==> config.mk <==
export PLATFORM = sky130hd
export DESIGN_NAME = wdtp_top
export DESIGN_NICKNAME = d
export VERILOG_FILES = /design/src/include/wdtp_pkg.sv /design/src/hw/wdtp_top.sv
export SDC_FILE = /design/constraint.sdc
export NUM_CORES = 1
export LEC_CHECK = 0
export BUFFER_PORTS_ARGS = -buffer_cell sky130_fd_sc_hd__buf_2
export CORE_UTILIZATION = 55
export CTS_BUF_LIST = sky130_fd_sc_hd__clkbuf_16
export CTS_CLUSTER_DIAMETER = 120
export DETAILED_ROUTE_END_ITERATION = 8
export PLACE_DENSITY = 0.86
export SYNTH_ARGS = -nofsm -noshare
export SYNTH_HDL_FRONTEND = slang
export SYNTH_SLANG_ARGS = --single-unit
export TNS_END_PERCENT = 1
==> constraint.sdc <==
create_clock -name pclk -period 4.9 [get_ports pclk]
set_input_delay 0.245 -clock pclk [delete_from_list [all_inputs] [get_ports pclk]]
set_output_delay 0.245 -clock pclk [all_outputs]
set_load 0.03 [all_outputs]
==> src/include/wdtp_pkg.sv <==
// Purpose: Shared constants and types of the watchdog with prescaler.
// Assumes: One clock, pclk, which stands in for the x4 oscillator clock.
// Notes:   Register indices are word indices; byte address is four times.

package wdtp_pkg;

	// APB address width: index 16'hFFFF times four needs 18 bits.
	localparam int unsigned ADDR_W = 18;
	localparam int unsigned IDX_W  = 16;

	// Register indices.
	localparam logic [IDX_W-1:0] CLEAR_IDX   = 16'hFFFF;
	localparam logic [IDX_W-1:0] CFG_IDX     = 16'h0010;
	localparam logic [IDX_W-1:0] CAUSE_IDX   = 16'h0011;
	localparam logic [IDX_W-1:0] EVT_IDX     = 16'h0012;
	localparam logic [IDX_W-1:0] EVT_CLR_IDX = 16'h0013;
	localparam logic [IDX_W-1:0] EVT_EN_IDX  = 16'h0014;

	// Field positions.
	localparam int unsigned CFG_DIS_BIT    = 0;
	localparam int unsigned CFG_RATE_BIT   = 1;
	localparam int unsigned CFG_LOCK_BIT   = 2;
	localparam int unsigned CAUSE_WD_BIT   = 0;
	localparam int unsigned EVT_TMO_BIT    = 0;
	localparam int unsigned EVT_REJECT_BIT = 1;
	localparam int unsigned EVT_W          = 2;

	// Counter structure.
	localparam int unsigned PRE_W = 12;
	localparam int unsigned WD_W  = 6;
	localparam int unsigned CNT_W = PRE_W + WD_W;
	// Lowest prescaler stage cleared by a service write (stage 5).
	localparam int unsigned PRE_CLR_LO = 4;

	// Cycle counts.
	localparam int unsigned RST_HOLD_CYC = 32;
	localparam int unsigned POR_CYC      = 4096;

	// Values after reset.
	localparam logic [EVT_W-1:0] EVT_RST = 2'h0;
	localparam logic             CFG_RST = 1'h0;

	typedef enum logic [2:0] {
		WDTP_POR = 3'h1,
		WDTP_RUN = 3'h2,
		WDTP_RST = 3'h4
	} wdtp_state_t;

	// Operating mode inputs, all from logic on pclk.
	typedef struct packed {
		logic internal_reset;
		logic stop_mode;
		logic stop_instr;
		logic monitor_mode;
		logic break_active;
		logic break_watchdog_disable;
	} wdtp_mode_t;

	typedef struct packed {
		wdtp_state_t      state;
		logic [PRE_W-1:0] pre;
		logic [WD_W-1:0]  wd;
		logic [4:0]       rst_cnt;
		logic [11:0]      por_cnt;
		logic             pin_drive;
		logic             cfg_dis;
		logic             cfg_rate;
		logic             cfg_lock;
		logic             cause_wd;
		logic [EVT_W-1:0] evt;
		logic [EVT_W-1:0] evt_en;
		logic             tst_s1;
		logic             tst_s2;
		logic [31:0]      prdata;
	} wdtp_regs_t;

endpackage

==> src/hw/wdtp_top.sv <==
// Purpose: Watchdog with 12-bit prescaler and 6-bit counter, APB slave.
// Assumes: pclk is the x4 oscillator clock; mode inputs are on pclk.
// Notes:   The watchdog reset output and pin drive last a fixed hold time.
//
// Implementation choice: the APB interface to the registers.

`timescale 1ns/1ns

// Overview of operation
// - Six-bit counter chained behind twelve-bit prescaler.
// - Unserviced watchdog resets after selected timeout.
// - Rate one short timeout, zero long.
// - Any clear-port write zeroes counter, stages twelve-five.
// - Clear-port read returns vector low byte.
// - Timeout drives reset pin, sets cause flag.
// - Stop instruction clears the prescaler.
// - Power-up clears prescaler after 4096 cycles.
// - Internal reset clears prescaler and counter.
// - Disable bit live: one off, zero on.
// - Watchdog never raises a CPU interrupt.
// - Monitor mode with test voltage disables.
// - Counting continues in wait; software services.
// - Stop mode freezes counter, clears prescaler.
// - Break with disable bit in monitor disables.
// - Configuration accepts one write per reset.
module wdtp_top #(
	parameter int unsigned LONG_TIMEOUT_CYC  = 262128,
	parameter int unsigned SHORT_TIMEOUT_CYC = 8176
) (
	// Clock and reset
	input  wire logic                         pclk,
	input  wire logic                         presetn,
	// APB slave
	input  wire logic [wdtp_pkg::ADDR_W-1:0]  paddr,
	input  wire logic                         psel,
	input  wire logic                         penable,
	input  wire logic                         pwrite,
	input  wire logic [31:0]                  pwdata,
	output logic      [31:0]                  prdata,
	output logic                              pready,
	output logic                              pslverr,
	// Device modes and straps
	input  wire wdtp_pkg::wdtp_mode_t         mode,
	input  wire logic                         test_entry_voltage,
	input  wire logic                         reset_pin_function_enable,
	input  wire logic [7:0]                   reset_vector_low,
	// Reset outputs, open-drain reset pin
	output logic                              watchdog_reset,
	output logic                              reset_pin_out,
	output logic                              reset_pin_oe,
	// System event line
	output logic                              event_irq
);

	wdtp_pkg::wdtp_regs_t r;
	wdtp_pkg::wdtp_regs_t next_r;

	logic                          acc;
	logic                          setup;
	logic                          wr;
	logic [wdtp_pkg::IDX_W-1:0]    idx;
	logic                          aligned;
	logic                          mapped;
	logic                          disabled;
	logic [wdtp_pkg::CNT_W-1:0]    count;
	logic [wdtp_pkg::CNT_W-1:0]    limit;
	logic                          clear_hit;
	logic [wdtp_pkg::EVT_W-1:0]    evt_set;
	logic [wdtp_pkg::EVT_W-1:0]    evt_clr;
	logic [31:0]                   rd_mux;

	always_comb begin
		next_r = r;
		acc = psel & penable;
		setup = psel & ~penable;
		wr = acc & pwrite;
		idx = paddr[wdtp_pkg::ADDR_W-1:2];
		aligned = (paddr[1:0] == 2'h0);
		mapped = aligned & (idx == wdtp_pkg::CLEAR_IDX
			| idx == wdtp_pkg::CFG_IDX
			| idx == wdtp_pkg::CAUSE_IDX
			| idx == wdtp_pkg::EVT_IDX
			| idx == wdtp_pkg::EVT_CLR_IDX
			| idx == wdtp_pkg::EVT_EN_IDX);
		evt_set = '0;
		evt_clr = '0;

		// The test voltage comes from a pin and is synchronised first.
		next_r.tst_s1 = test_entry_voltage;
		next_r.tst_s2 = r.tst_s1;

		// The disable bit is read live every cycle.
		disabled = r.cfg_dis
			| (mode.monitor_mode & r.tst_s2)
			| (mode.monitor_mode & mode.break_active
				& mode.break_watchdog_disable);

		// One chained count: prescaler low, watchdog counter high.
		count = {r.wd, r.pre};
		limit = r.cfg_rate
			? wdtp_pkg::CNT_W'(SHORT_TIMEOUT_CYC - 1)
			: wdtp_pkg::CNT_W'(LONG_TIMEOUT_CYC - 1);

		// Any data counts as a service write.
		clear_hit = wr & aligned & (idx == wdtp_pkg::CLEAR_IDX);

		// Configuration takes one write, later ones are refused.
		if (wr & aligned & (idx == wdtp_pkg::CFG_IDX)) begin
			if (!r.cfg_lock) begin
				next_r.cfg_dis = pwdata[wdtp_pkg::CFG_DIS_BIT];
				next_r.cfg_rate = pwdata[wdtp_pkg::CFG_RATE_BIT];
				next_r.cfg_lock = 1'b1;
			end else begin
				evt_set[wdtp_pkg::EVT_REJECT_BIT] = 1'b1;
			end
		end
		if (wr & aligned & (idx == wdtp_pkg::EVT_CLR_IDX)) begin
			evt_clr = pwdata[wdtp_pkg::EVT_W-1:0];
		end
		if (wr & aligned & (idx == wdtp_pkg::EVT_EN_IDX)) begin
			next_r.evt_en = pwdata[wdtp_pkg::EVT_W-1:0];
		end

		case (r.state)
			wdtp_pkg::WDTP_POR: begin
				// Prescaler held clear until the power-up delay ends.
				next_r.pre = '0;
				next_r.wd = '0;
				next_r.por_cnt = r.por_cnt + 12'h001;
				if (r.por_cnt == 12'(wdtp_pkg::POR_CYC - 1)) begin
					next_r.state = wdtp_pkg::WDTP_RUN;
				end
			end
			wdtp_pkg::WDTP_RUN: begin
				if (mode.internal_reset) begin
					next_r.pre = '0;
					next_r.wd = '0;
					next_r.cfg_dis = wdtp_pkg::CFG_RST;
					next_r.cfg_rate = wdtp_pkg::CFG_RST;
					next_r.cfg_lock = wdtp_pkg::CFG_RST;
				end else if (disabled) begin
					next_r.pre = '0;
					next_r.wd = '0;
				end else if (mode.stop_mode | mode.stop_instr) begin
					// No clock reaches the counter in stop.
					next_r.pre = '0;
					if (clear_hit) begin
						next_r.wd = '0;
					end
				end else if (clear_hit) begin
					next_r.wd = '0;
					next_r.pre[wdtp_pkg::PRE_W-1:wdtp_pkg::PRE_CLR_LO]
						= '0;
				end else if (count == limit) begin
					// Timeout starts the reset, sets the cause flag and raises the timeout event.
					next_r.state = wdtp_pkg::WDTP_RST;
					next_r.rst_cnt = '0;
					next_r.cause_wd = 1'b1;
					evt_set[wdtp_pkg::EVT_TMO_BIT] = 1'b1;
				end else begin
					// Wait mode does not stop this path.
					{next_r.wd, next_r.pre} = count
						+ 18'h00001;
				end
			end
			wdtp_pkg::WDTP_RST: begin
				next_r.pre = '0;
				next_r.wd = '0;
				next_r.rst_cnt = r.rst_cnt + 5'h01;
				if (r.rst_cnt == 5'(wdtp_pkg::RST_HOLD_CYC - 1)) begin
					// Leaving the reset clears the configuration as an internal reset does.
					next_r.state = wdtp_pkg::WDTP_RUN;
					next_r.cfg_dis = wdtp_pkg::CFG_RST;
					next_r.cfg_rate = wdtp_pkg::CFG_RST;
					next_r.cfg_lock = wdtp_pkg::CFG_RST;
				end
			end
			default: begin
				next_r.state = wdtp_pkg::WDTP_POR;
			end
		endcase

		// Pin drive follows the state, gated by the pin function.
		next_r.pin_drive = (next_r.state == wdtp_pkg::WDTP_RST)
			& reset_pin_function_enable;

		// A new event wins over a clear in the same cycle.
		next_r.evt = (r.evt & ~evt_clr) | evt_set;

		rd_mux = 32'h0;
		if (aligned) begin
			case (idx)
				wdtp_pkg::CLEAR_IDX: begin
					// Reading the service port leaves counters alone.
					rd_mux[7:0] = reset_vector_low;
				end
				wdtp_pkg::CFG_IDX: begin
					rd_mux[wdtp_pkg::CFG_DIS_BIT] = r.cfg_dis;
					rd_mux[wdtp_pkg::CFG_RATE_BIT] = r.cfg_rate;
					rd_mux[wdtp_pkg::CFG_LOCK_BIT] = r.cfg_lock;
				end
				wdtp_pkg::CAUSE_IDX: begin
					rd_mux[wdtp_pkg::CAUSE_WD_BIT] = r.cause_wd;
				end
				wdtp_pkg::EVT_IDX: begin
					rd_mux[wdtp_pkg::EVT_W-1:0] = r.evt;
				end
				wdtp_pkg::EVT_EN_IDX: begin
					rd_mux[wdtp_pkg::EVT_W-1:0] = r.evt_en;
				end
				default: begin
					rd_mux = 32'h0;
				end
			endcase
		end
		// Read data is captured in the setup cycle, so no wait states.
		if (setup & ~pwrite) begin
			next_r.prdata = rd_mux;
		end
	end

	always_ff @(posedge pclk or negedge presetn) begin
		if (!presetn) begin
			r.state <= wdtp_pkg::WDTP_POR;
			r.pre <= '0;
			r.wd <= '0;
			r.rst_cnt <= '0;
			r.por_cnt <= '0;
			r.pin_drive <= 1'b0;
			r.cfg_dis <= wdtp_pkg::CFG_RST;
			r.cfg_rate <= wdtp_pkg::CFG_RST;
			r.cfg_lock <= wdtp_pkg::CFG_RST;
			r.cause_wd <= 1'b0;
			r.evt <= wdtp_pkg::EVT_RST;
			r.evt_en <= wdtp_pkg::EVT_RST;
			r.tst_s1 <= 1'b0;
			r.tst_s2 <= 1'b0;
			r.prdata <= 32'h0;
		end else begin
			r <= next_r;
		end
	end

	assign prdata = r.prdata;
	assign pready = 1'b1;
	assign pslverr = acc & ~mapped;

	assign watchdog_reset = (r.state == wdtp_pkg::WDTP_RST);
	// The pin is only ever pulled low; release is by the enable.
	assign reset_pin_out = 1'b0;
	assign reset_pin_oe = r.pin_drive;

	// This line reports to system logic only, never to the CPU.
	assign event_irq = |(r.evt & r.evt_en);

endmodule

### After elaboration in Yosys (flattened, before gate mapping)

Index checks and enable logic that the tools add are counted.

* register bits: 81
* latch bits: 0
* memory bits (writable): 0
* ROM bits: 0
* input bits: 71
* output and inout bits: 38
* word-level logic and storage cells: 129
* memories: 0

* add/sub/neg operators: 3
* multiply operators: 0
* divide/modulo/power cells: 0
* magnitude comparators: 0
* equal/unequal tests: 23
* shifts and indexed selects: 0
* multiplexer cells: 43
* bitwise gates (word level): 34
* reductions and logical operators: 10

Operators by type and width (number)
* $mux W18: 5
* $eq A16 B5 Y1 const B: 5
* $pmux W18 S2: 1
* $mux W3: 11
* $mux W5: 6
* $ne A5 B5 Y1 const B: 4
* $add A18 B1 Y18 const B: 1
* $eq A18 B18 Y1: 1
* $eq A16 B16 Y1 const B: 1
* $mux W8: 2
* $and A1 B1 Y1: 15
* $add A12 B1 Y12 const B: 1
* $eq A12 B12 Y1 const B: 1
* $mux W6: 2
* $reduce_and A6 Y1: 2
* $ne A2 B2 Y1 const B: 5
* $pmux W5 S2: 1
* $pmux W3 S3: 1
* $mux W1: 8
* $or A1 B1 Y1: 8
* $not A1 Y1: 7
* $eq A3 B3 Y1 const B: 2
* $ne A6 B6 Y1 const B: 1
* $pmux W3 S2: 1
* 17 further kinds: 21

### Depth between registers and ports, before layout

Gate-level depths: netlist of the first run.

* word-level depth: 11
* depth in mapped cells: 9
* mapped depth without buffers: 8

### Least setup slack after synthesis of the first run

No wires, ideal clock.

* path type: register to register
* from: register r[78] (netlist name)
* to: register r, in the netlist count[13]
* library setup time: 104 ps
* arrival time: 2173 ps
* data required time: 4796 ps
* path slack: 2623 ps
* stages on the path, launching flop included: 8
* buffers on the path: 1
* clock period less this slack: 2277 ps
* cells stage by stage: dfstp_2 > nand2b_2 > clkinv_1 > nor2_1 > o211ai_2 > or2_4 > buf_6 > o41ai_2

* word-level cells in the longest chain between the ends: 4
* elaborated cells between the ends (all ways): 9
* classes of those cells: eq/ne: 5; mux: 1; reduce/logical: 3

RTL lines
* from (decl): line wdtp_top.sv:55 `wdtp_pkg::wdtp_regs_t r;`
* from (signal assigned): line wdtp_top.sv:240 `r <= next_r;`
* $eq A3 B3 Y1 *
* net watchdog_reset: line wdtp_top.sv:48 `output logic watchdog_reset,`
* $reduce_or A2 Y1 (no line) *
* $reduce_bool A2 Y1 (no line)
* $reduce_and A3 Y1 (no line)

Mark *: on every way through the listed nets, which the timed path passes. The rest lies on a longest branch.
A chain may end at the register's enable or synchronous reset.

### Final worst setup path of the first run

* from: register r, in the netlist count[0]
* to: register r, in the netlist count[9]

* word-level cells in the longest chain between the ends: 7
* elaborated cells between the ends (all ways): 10
* classes of those cells: add/sub: 1; eq/ne: 2; mux: 6; reduce/logical: 1

RTL lines
* $add A18 B1 Y18: line wdtp_top.sv:163 `+ 18'h00001;`
* $mux W18: line wdtp_top.sv:154 `end else if (count == limit) begin`
* $mux W8: line wdtp_top.sv:150 `end else if (clear_hit) begin`
* $mux W18: line wdtp_top.sv:144 `end else if (mode.stop_mode | mode.stop_instr) begin`
* $mux W18: line wdtp_top.sv:141 `end else if (disabled) begin`
* $mux W18: line wdtp_top.sv:135 `if (mode.internal_reset) begin`
* $pmux W18 S2: line wdtp_top.sv:124 `case (r.state)`

Parallel ways exist; a longest one is shown, timed or not. The select of a mux whose other input is x is not followed.

==> results.py, run 1 <==
metrics = {
    "yosys": {
        "synth_top_area_share": 0.423,
        "synth_area_leaders": "dfrtp_1 (42%), buf_4 (7.9%), nand2_1 (4.2%)",
        "syn_area_per_cell_sq_um": 9.55,
        "yosysMostFrequentCell": "dfrtp_1",
        "yosysTopAreaCell": "dfrtp_1",
        "synth-seq-cells": 57,
        "synth_edf_count": 0,
        "yosys_warnings": 0,
        "synthArstFlopShare": 1.00,
        "synth.distinct_cells": 61,
        "yosysSeqAreaShare": 0.431,
        "synth_common_cells": "dfrtp_1 (56), nand2_1 (37), buf_4 (35), nor2_1 (32), o21ai_0 (20)",
        "netlist_area_sq_um": 3310,
        "syn_inst": 347,
        "synth_ff_type": "dfrtp_1",
    },
    "critical_path": {
        "r2r_end": "count[9]$_DFFE_PN0P_",
        "cp.arrival_ns": 2.83,
        "crit_end": "count[9]$_DFFE_PN0P_",
        "cp_slowest_stage_delay_ns": 0.49,
        "path_cells": "ha_1 -> nand4_1 -> nor4_1 -> a21oi_1 -> o31ai_4 -> nor2_1 -> a221o_1",
        "r2r_slack_ns": 2.28,
        "cp-startpoint": "count[0]$_DFFE_PN0P_",
        "rr_worst_depth": 7,
        "cp.required_ns": 5.11,
        "critPathCaptureType": "flip-flop",
        "timing.rr.start": "count[0]$_DFFE_PN0P_",
        "crit_path_max_fanout": 8,
        "criticalPathCategory": "flip-flop to flip-flop",
        "crit_path_start_kind": "flip-flop",
        "slowest_stage": "nor4_1",
    },
    "clock_network": {
        "cts_hold_buf": 0,
        "ctsResizeCount": 0,
        "cts_sinks": 57,
        "clockBufferDepth": 2,
        "htree_num_levels": 3,
        "path_clk_slew_ns": 0.05,
        "root_buffer": "clkbuf_16",
        "numCtsBuffers": 9,
        "postCtsSetupBuffers": 0,
        "insertion_delay_ns": 0.33,
        "cts_tree": "yes",
    },
    "hold_path": {
        "hold_path_class": "primary input to flip-flop",
    },
    "place": {
        "place_congestion": 0.903,
        "io_buffers": 52,
        "dp_hpwl_mm": 4.92,
    },
    "die": {
        "initial_core_util": 0.587,
        "die_h_um": 79.6,
        "fp.dieArea_sq_um": 6340,
        "coreArea_sq_um": 5640,
        "die_x_um": 79.6,
        "fp-row-count": 27,
        "boundaryPins": 109,
    },
    "timing": {
        "fmax_mhz": 382,
        "rsz0062_at_grt": "false",
        "tns_ns": 0,
        "finalClockSkew_ns": 0.00636,
        "finalCritPeriodShare": 0.534,
        "drv_slew": 0,
        "fin_crit_ns": 2.62,
        "hold_ws_ns": 0.0261,
        "worst_pin_slew_ns": 0.857,
        "hold_violations": 0,
        "setup_viol": 0,
        "slew_headroom": 0.428,
    },
    "route": {
        "vias": 2769,
        "viasPerCell": 5.85,
        "drt-wirelength-per-cell_um": 15.8,
        "ant_nets": 0,
        "first_pass_iters": 5,
        "drt_iter0_drc": 191,
        "drt_wl_total_mm": 7.45,
        "drc": 0,
    },
    "layout": {
        "multi_input_area_sq_um": 1670,
        "area_delta_synth_final_pct": 14.7,
        "drive_gt1_frac": 0.219,
        "n_antenna_cell": 0,
        "seqCellArea_sq_um": 1430,
        "fillCellCount": 406,
        "final_nets": 471,
    },
    "power_and_ir_drop": {
        "power.density_nw_per_um2": 328,
        "p_leak_nw": 1.84,
        "irDropWorstVdd_mv": 0.304,
    },
    "job": {
        "cap_violations": 0,
    },
    "grt": {
        "track_usage": 0.261,
        "grt_first_pass_wirelength_mm": 12.7,
        "antenna_found_initial": 0,
        "overflow": 0,
        "grt_max_degree": 58,
        "grt_pass1_vias": 2753,
    },
    "outcome": {
        "status": "finished, final reports clean",
    },
}
==> routing by layer <==
metal  GRT usage  routed length [um]  up-vias
li1            -                   -     1308
met1       0.311                3090     1345
met2       0.455                3790       96
met3      0.0674                 423       20
met4      0.0909                 147        0
met5           0                   0        -
==> final cells by class <==
cell class | instances | area share
Multi-Input combinational cell | 271 | 0.439
Tap cell | 72 | 0.0237
Timing Repair Buffer | 53 | 0.0704
Clock inverter | 7 | 0.0286
Inverter | 4 | 0.00395
Clock buffer | 9 | 0.0592
Sequential cell | 57 | 0.375
==> critical path: cells and delay by family, from the launching register on <==
family	cells	cell delay, ns
flip-flops	1	0.46
adder cells (fa/ha/maj)	1	0.31
AO/OA/AOI/OAI	3	0.92
AND/OR/NAND/NOR	3	0.82
==> how the worst min path moves through the flow <==
stage | from | end | slack [ns] | cells past startpoint
final | test_entry_voltage | next_r[32]$_DFF_PN0_ | 0.03 | 1
after CTS | test_entry_voltage | next_r[32]$_DFF_PN0_ | 0.03 | 1
after global placement | next_r[32]$_DFF_PN0_ | r[32]$_DFF_PN0_ | 0.34 | 0
after floorplan | presetn | count[0]$_DFFE_PN0P_ | -0.05 | 0
after global routing | test_entry_voltage | next_r[32]$_DFF_PN0_ | 0.02 | 1
after detailed placement | next_r[32]$_DFF_PN0_ | r[32]$_DFF_PN0_ | 0.35 | 0
==> through the flow <==
| step | power (W) | setup WS (ns) | std cells | instance area, sq um | utilization |
|---|---|---|---|---|---|
| after detailed placement | 0.000553 | 2.45 | 457 | 3470 | 0.615 |
| after global placement | 0.000552 | 2.48 | 457 | 3470 | 0.615 |
| after CTS | 0.00125 | 2.34 | 473 | 3800 | 0.674 |
| after floorplan | 0.000538 | 2.62 | 371 | 3400 | - |
| after global routing | 0.00128 | 2.10 | 473 | 3800 | 0.674 |
| final | 0.00125 | 2.28 | 473 | 3800 | 0.674 |
==> power breakdown <==
group	leakage [nW]	total (W)	internal, W	switching, W
combinational	0.906	0.0000724	0.0000175	0.0000548
sequential	0.763	0.000474	0.000473	0.000000531
clock	0.167	0.000703	0.000491	0.000212
==> registers in the layout (all words and copies together) (netlist names) <==
name,count
reset_pin_oe,1
r,29
next_r,1
count,18
prdata,8
==> placed cells by master, fill, tap and decap left out, drive strengths merged, types with 4 or more instances in the layout <==
cell and count:
nand4 18, or2 5, xnor2 8, nand3 19, xor2 5, conb 26, and2 6, ha 4
o21ai 21, and3 9, a22o 6, buf 53, o31ai 6, nor4 5, nand2b 7, clkinv 5
dfrtp 56, nand2 37, clkbuf 9, nor2 33, a21oi 7, a221o 5
==> logic make-up after synthesis <==
| logic type | after synthesis | share of synthesized area |
|---|---|---|
| compound gates | 62 | 0.146 |
| xor+xnor | 13 | 0.0344 |
| fa+ha+maj | 4 | 0.0151 |
| buf+inv | 43 | 0.0932 |
| flops | 57 | 0.431 |
| mux | 5 | 0.0162 |
| other cells | 2 | 0.00227 |
| simple gates | 161 | 0.262 |
No activity file was read; power rests on OpenSTA's default activity.
==> run 2, diff against run 1 <==
- CORE_UTILIZATION: 55 -> 46
- PLACE_DENSITY: 0.86 -> 0.77
- clock period: 4.9 -> 2.4 ns (I/O delays scaled with it)
==> results.py, run 2 (synthesis gave the netlist of run 1 again) <==
metrics = {
    "outcome": {
        "status": "finished, final reports clean",
    },
    "route": {
        "vias": 2726,
        "drc": 0,
        "first_pass_iters": 4,
        "drt-wirelength-per-cell_um": 13.7,
        "viasPerCell": 5.35,
        "ant_nets": 0,
        "drt_wl_total_mm": 6.98,
        "drt_iter0_drc": 145,
    },
    "die": {
        "fp.dieArea_sq_um": 7550,
        "boundaryPins": 109,
        "coreArea_sq_um": 6870,
        "initial_core_util": 0.483,
        "die_x_um": 86.9,
        "die_h_um": 86.9,
        "fp-row-count": 30,
    },
    "critical_path": {
        "cp.required_ns": 2.58,
        "crit_path_max_fanout": 13,
        "critPathCaptureType": "flip-flop",
        "cp.arrival_ns": 2.45,
        "cp-startpoint": "count[15]$_DFFE_PN0P_",
        "criticalPathCategory": "flip-flop to flip-flop",
        "crit_path_start_kind": "flip-flop",
        "timing.rr.start": "count[15]$_DFFE_PN0P_",
    },
    "layout": {
        "layout.cells.non_filler": 510,
        "area_delta_synth_final_pct": 17.4,
        "largest_reg_flops": 29,
        "n_antenna_cell": 0,
        "drive_gt1_frac": 0.234,
        "final_nets": 484,
        "top_register": "r",
        "final_common_cell": "dfrtp_1",
        "post-route-util": 0.567,
        "final_cell_mix": "dfrtp_1 (56), buf_2 (52), nand2_1 (37)",
    },
    "hold_path": {
        "min_from": "reset_vector_low[5]",
        "hold_path_class": "primary input to flip-flop",
    },
    "power_and_ir_drop": {
        "power.density_nw_per_um2": 600,
        "irDropWorstVdd_mv": 0.496,
        "p_leak_nw": 1.88,
    },
    "timing": {
        "rsz0062_at_grt": "false",
        "fmax_mhz": 441,
        "setup_viol": 0,
        "tns_ns": 0,
        "drv_slew": 0,
        "fin_crit_ns": 2.27,
        "slew_headroom": 0.539,
        "finalCritPeriodShare": 0.945,
        "finalClockSkew_ns": 0.00564,
        "hold_ws_ns": 0.0139,
        "worst_pin_slew_ns": 0.685,
        "hold_violations": 0,
    },
    "clock_network": {
        "clockBufferDepth": 2,
        "root_buffer": "clkbuf_16",
        "cts_sinks": 57,
        "path_clk_slew_ns": 0.05,
        "insertion_delay_ns": 0.33,
        "numCtsBuffers": 9,
        "cts_tree": "yes",
        "htree_num_levels": 3,
    },
    "grt": {
        "antenna_found_initial": 0,
        "grt_max_degree": 58,
        "grt_pass1_vias": 2616,
        "grt_first_pass_wirelength_mm": 11.7,
        "overflow": 0,
        "track_usage": 0.203,
    },
    "place": {
        "dpl.cell_count": 491,
        "io_buffers": 52,
        "place_congestion": 0.863,
        "dp_hpwl_mm": 5.04,
    },
    "job": {
        "cap_violations": 0,
    },
}
-- run 2: cell count changes in the layout (fill, tap and decap cells not counted), sizes merged --
| cell | previous run | this run |
|---|---|---|
| buf | 53 | 63 |
| dlygate4sd3 | 0 | 3 |
| bufinv | 3 | 1 |
| inv | 3 | 5 |
| clkinv | 5 | 4 |
| clkinvlp | 0 | 1 |
-- run 2: metal layers --
layer	part of all wire	up-vias	global-route usage
li1	-	1332	-
met1	0.44	1307	0.245
met2	0.49	76	0.335
met3	0.051	11	0.0607
met4	0.019	0	0.0909
met5	0	-	0
-- run 2: per-stage QoR --
stage | setup WS [ns] | area, sq um | power [W]
floorplan | 0.123 | 3400 | 0.00110
global placement | 0.221 | 3570 | 0.00113
detailed placement | 0.142 | 3570 | 0.00113
CTS | 0.132 | 3890 | 0.00236
global route | 0.0376 | 3890 | 0.00241
finish | 0.132 | 3890 | 0.00233
-- run 2: report_power, final --
part           internal (W)  leakage, nW  total [W]  switching, W
registers          0.000966        0.763   0.000967    0.00000114
clock network      0.000791        0.148    0.00122      0.000424
logic             0.0000394        0.968   0.000152      0.000113
total               0.00180         1.88    0.00233      0.000538
-- run 2: path summary, 6_finish.rpt --
kind	slack, ns	end	depth (start not counted)
worst max-delay path	0.13	count[14]$_DFFE_PN0P_	6
worst min-delay path	0.01	prdata[5]$_DFFE_PN0P_	2
worst max register to register	0.13	count[14]$_DFFE_PN0P_	6
worst min register to register	0.36	r[32]$_DFF_PN0_	0
max in group asynchronous	1.47	r[44]$_DFFE_PN0P_	3
min in group asynchronous	0.47	prdata[7]$_DFFE_PN0P_	3
-- run 2: area by class of cell --
class / count / area, sq um
fillers: 596 / 2980
inverters: 4 / 15.0
repair buffers: 66 / 373
multi-input cells: 271 / 1670
flip-flops and latches: 57 / 1430
well taps: 96 / 120
clock inverters: 7 / 63.8
clock buffers: 9 / 225
-- run 2: repair_timing --
action,CTS,global route
buffers inserted,0,0
gates resized for setup,0,0
endpoints found under the hold margin,58,0
hold buffers,3,0
-- run 2: critical path, stage by stage, from the launching register on --
cell	delay, ns
dfrtp_1	0.44
or4_1	0.58
o22ai_2	0.28
a21oi_1	0.15
o31ai_4	0.26
or2_4	0.27
o311ai_0	0.15
==> run 3, diff against run 2 <==
- CORE_UTILIZATION: 46 -> 30
- PLACE_DENSITY: 0.77 -> unset
==> results.py, run 3 (synthesis gave the netlist of run 1 again) <==
metrics = {
    "timing": {
        "fin_crit_ns": 2.27,
        "worst_pin_slew_ns": 0.688,
        "tns_ns": 0,
        "hold_violations": 0,
        "fmax_mhz": 440,
        "drv_slew": 0,
        "setup_viol": 0,
        "slew_headroom": 0.537,
        "finalCritPeriodShare": 0.948,
        "finalClockSkew_ns": 0.00752,
        "rsz0062_at_grt": "false",
    },
    "clock_network": {
        "insertion_delay_ns": 0.32,
        "root_buffer": "clkbuf_16",
        "cts_hold_buf": 3,
        "cts_sinks": 57,
        "htree_num_levels": 3,
        "postCtsSetupBuffers": 0,
        "path_clk_slew_ns": 0.05,
        "cts_tree": "yes",
        "numCtsBuffers": 9,
        "ctsResizeCount": 0,
        "clockBufferDepth": 2,
    },
    "hold_path": {
        "worstHoldPathCells": 2,
        "hold_path_end": "prdata[6]$_DFFE_PN0P_",
        "hold_path_class": "primary input to flip-flop",
        "min_from": "reset_vector_low[6]",
    },
    "critical_path": {
        "path_cells": "or4_1 -> o22ai_2 -> a21oi_1 -> o31ai_4 -> nor2_1 -> a221o_1",
        "cp_slowest_stage_delay_ns": 0.58,
        "cp.required_ns": 2.60,
        "r2r_slack_ns": 0.13,
        "critPathCaptureType": "flip-flop",
        "timing.rr.start": "count[15]$_DFFE_PN0P_",
        "worst-path-buf-inv": 0,
        "r2r_end": "count[9]$_DFFE_PN0P_",
        "cp.depth": 6,
        "rr_worst_depth": 6,
        "cp.arrival_ns": 2.47,
        "criticalPathCategory": "flip-flop to flip-flop",
        "crit_path_max_fanout": 7,
        "critical_path.top_delay_family": "compound AO/OA/AOI/OAI gates",
        "crit_path_start_kind": "flip-flop",
        "slowest_stage": "or4_1",
    },
    "die": {
        "fp.dieArea_sq_um": 11500,
        "die_h_um": 107,
        "coreArea_sq_um": 10800,
        "die_x_um": 107,
        "boundaryPins": 109,
        "initial_core_util": 0.307,
        "fp-row-count": 38,
    },
    "place": {
        "dp_hpwl_mm": 5.47,
        "place_congestion": 0.844,
        "dpl.cell_count": 538,
        "io_buffers": 52,
    },
    "route": {
        "drt_iter0_drc": 118,
        "viasPerCell": 4.83,
        "top_layer": "met4",
        "drt_wl_total_mm": 7.23,
        "first_pass_iters": 4,
        "drc": 0,
        "ant_nets": 0,
        "drt-wirelength-per-cell_um": 13.0,
        "vias": 2693,
        "route.met2.wl_mm": 3.43,
        "wl_met1_mm": 3.44,
        "wl_met3_um": 274,
    },
    "layout": {
        "top_register": "r",
        "n_antenna_cell": 0,
        "final_cell_mix": "dfrtp_1 (56), buf_2 (52), nand2_1 (37)",
        "area_delta_synth_final_pct": 20.7,
        "layout.cells.non_filler": 557,
        "final_common_cell": "dfrtp_1",
        "largest_reg_flops": 29,
        "drive_gt1_frac": 0.242,
        "final_nets": 487,
    },
    "power_and_ir_drop": {
        "p_leak_nw": 1.90,
        "irDropWorstVdd_mv": 0.435,
        "power.density_nw_per_um2": 620,
    },
    "grt": {
        "grt_max_degree": 23,
        "antenna_found_initial": 0,
        "overflow": 0,
        "track_usage": 0.134,
        "grt_pass1_vias": 2575,
        "grt_first_pass_wirelength_mm": 12.1,
    },
    "outcome": {
        "status": "finished, final reports clean",
    },
    "job": {
        "cap_violations": 0,
    },
}
==> run 3: cell types whose count changed in the layout (fill, tap and decap cells not counted) <==
cell,delta
inv_1,-2
inv_6,+1
bufinv_16,+1
buf_4,+3
clkinv_2,-1
clkinv_1,+1
==> run 3: where the power goes <==
part / internal (W) / switching [W] / total (W)
Combinational: 0.0000411 / 0.000113 / 0.000154
Sequential: 0.000965 / 0.00000123 / 0.000966
Clock: 0.000907 / 0.000454 / 0.00136
==> run 3: worst max path at each step <==
stage	to	slack, ns	start
finish	count[9]$_DFFE_PN0P_	0.13	count[15]$_DFFE_PN0P_
global route	count[15]$_DFFE_PN0P_	0.02	count[15]$_DFFE_PN0P_
CTS	count[9]$_DFFE_PN0P_	0.13	count[15]$_DFFE_PN0P_
detailed placement	count[14]$_DFFE_PN0P_	0.14	count[15]$_DFFE_PN0P_
global placement	count[5]$_DFFE_PN0P_	0.20	count[15]$_DFFE_PN0P_
floorplan	count[13]$_DFFE_PN0P_	0.12	r[78]$_DFF_PN1_
==> run 3: area by class of cell <==
class                      instances  area (sq um)
timing repair buffer              69           395
fill                            1086          6790
tap                              140           175
sequential                        57          1430
clock buffer                       9           225
multi-input combinational        271          1670
clock inverter                     7          93.8
inverter                           4          15.0
==> run 3: layer usage <==
layer  vias to the layer above  GRT usage
met2                        52      0.223
met1                      1300      0.168
li1                       1334          -
met5                         -          0
met4                         0     0.0499
met3                         7     0.0304
==> run 3: stage by stage <==
stage	power, W	setup WS [ns]	cell area [sq um]	util	hold slack, ns
finish	0.00248	0.125	4000	0.371	0.0199
global route	0.00257	0.0224	4000	0.371	0.00789
CTS	0.00251	0.127	4000	0.371	0.00820
detailed placement	0.00113	0.136	3650	0.338	0.113
global placement	0.00113	0.203	3650	0.338	0.114
floorplan	0.00110	0.123	3400	-	-0.176
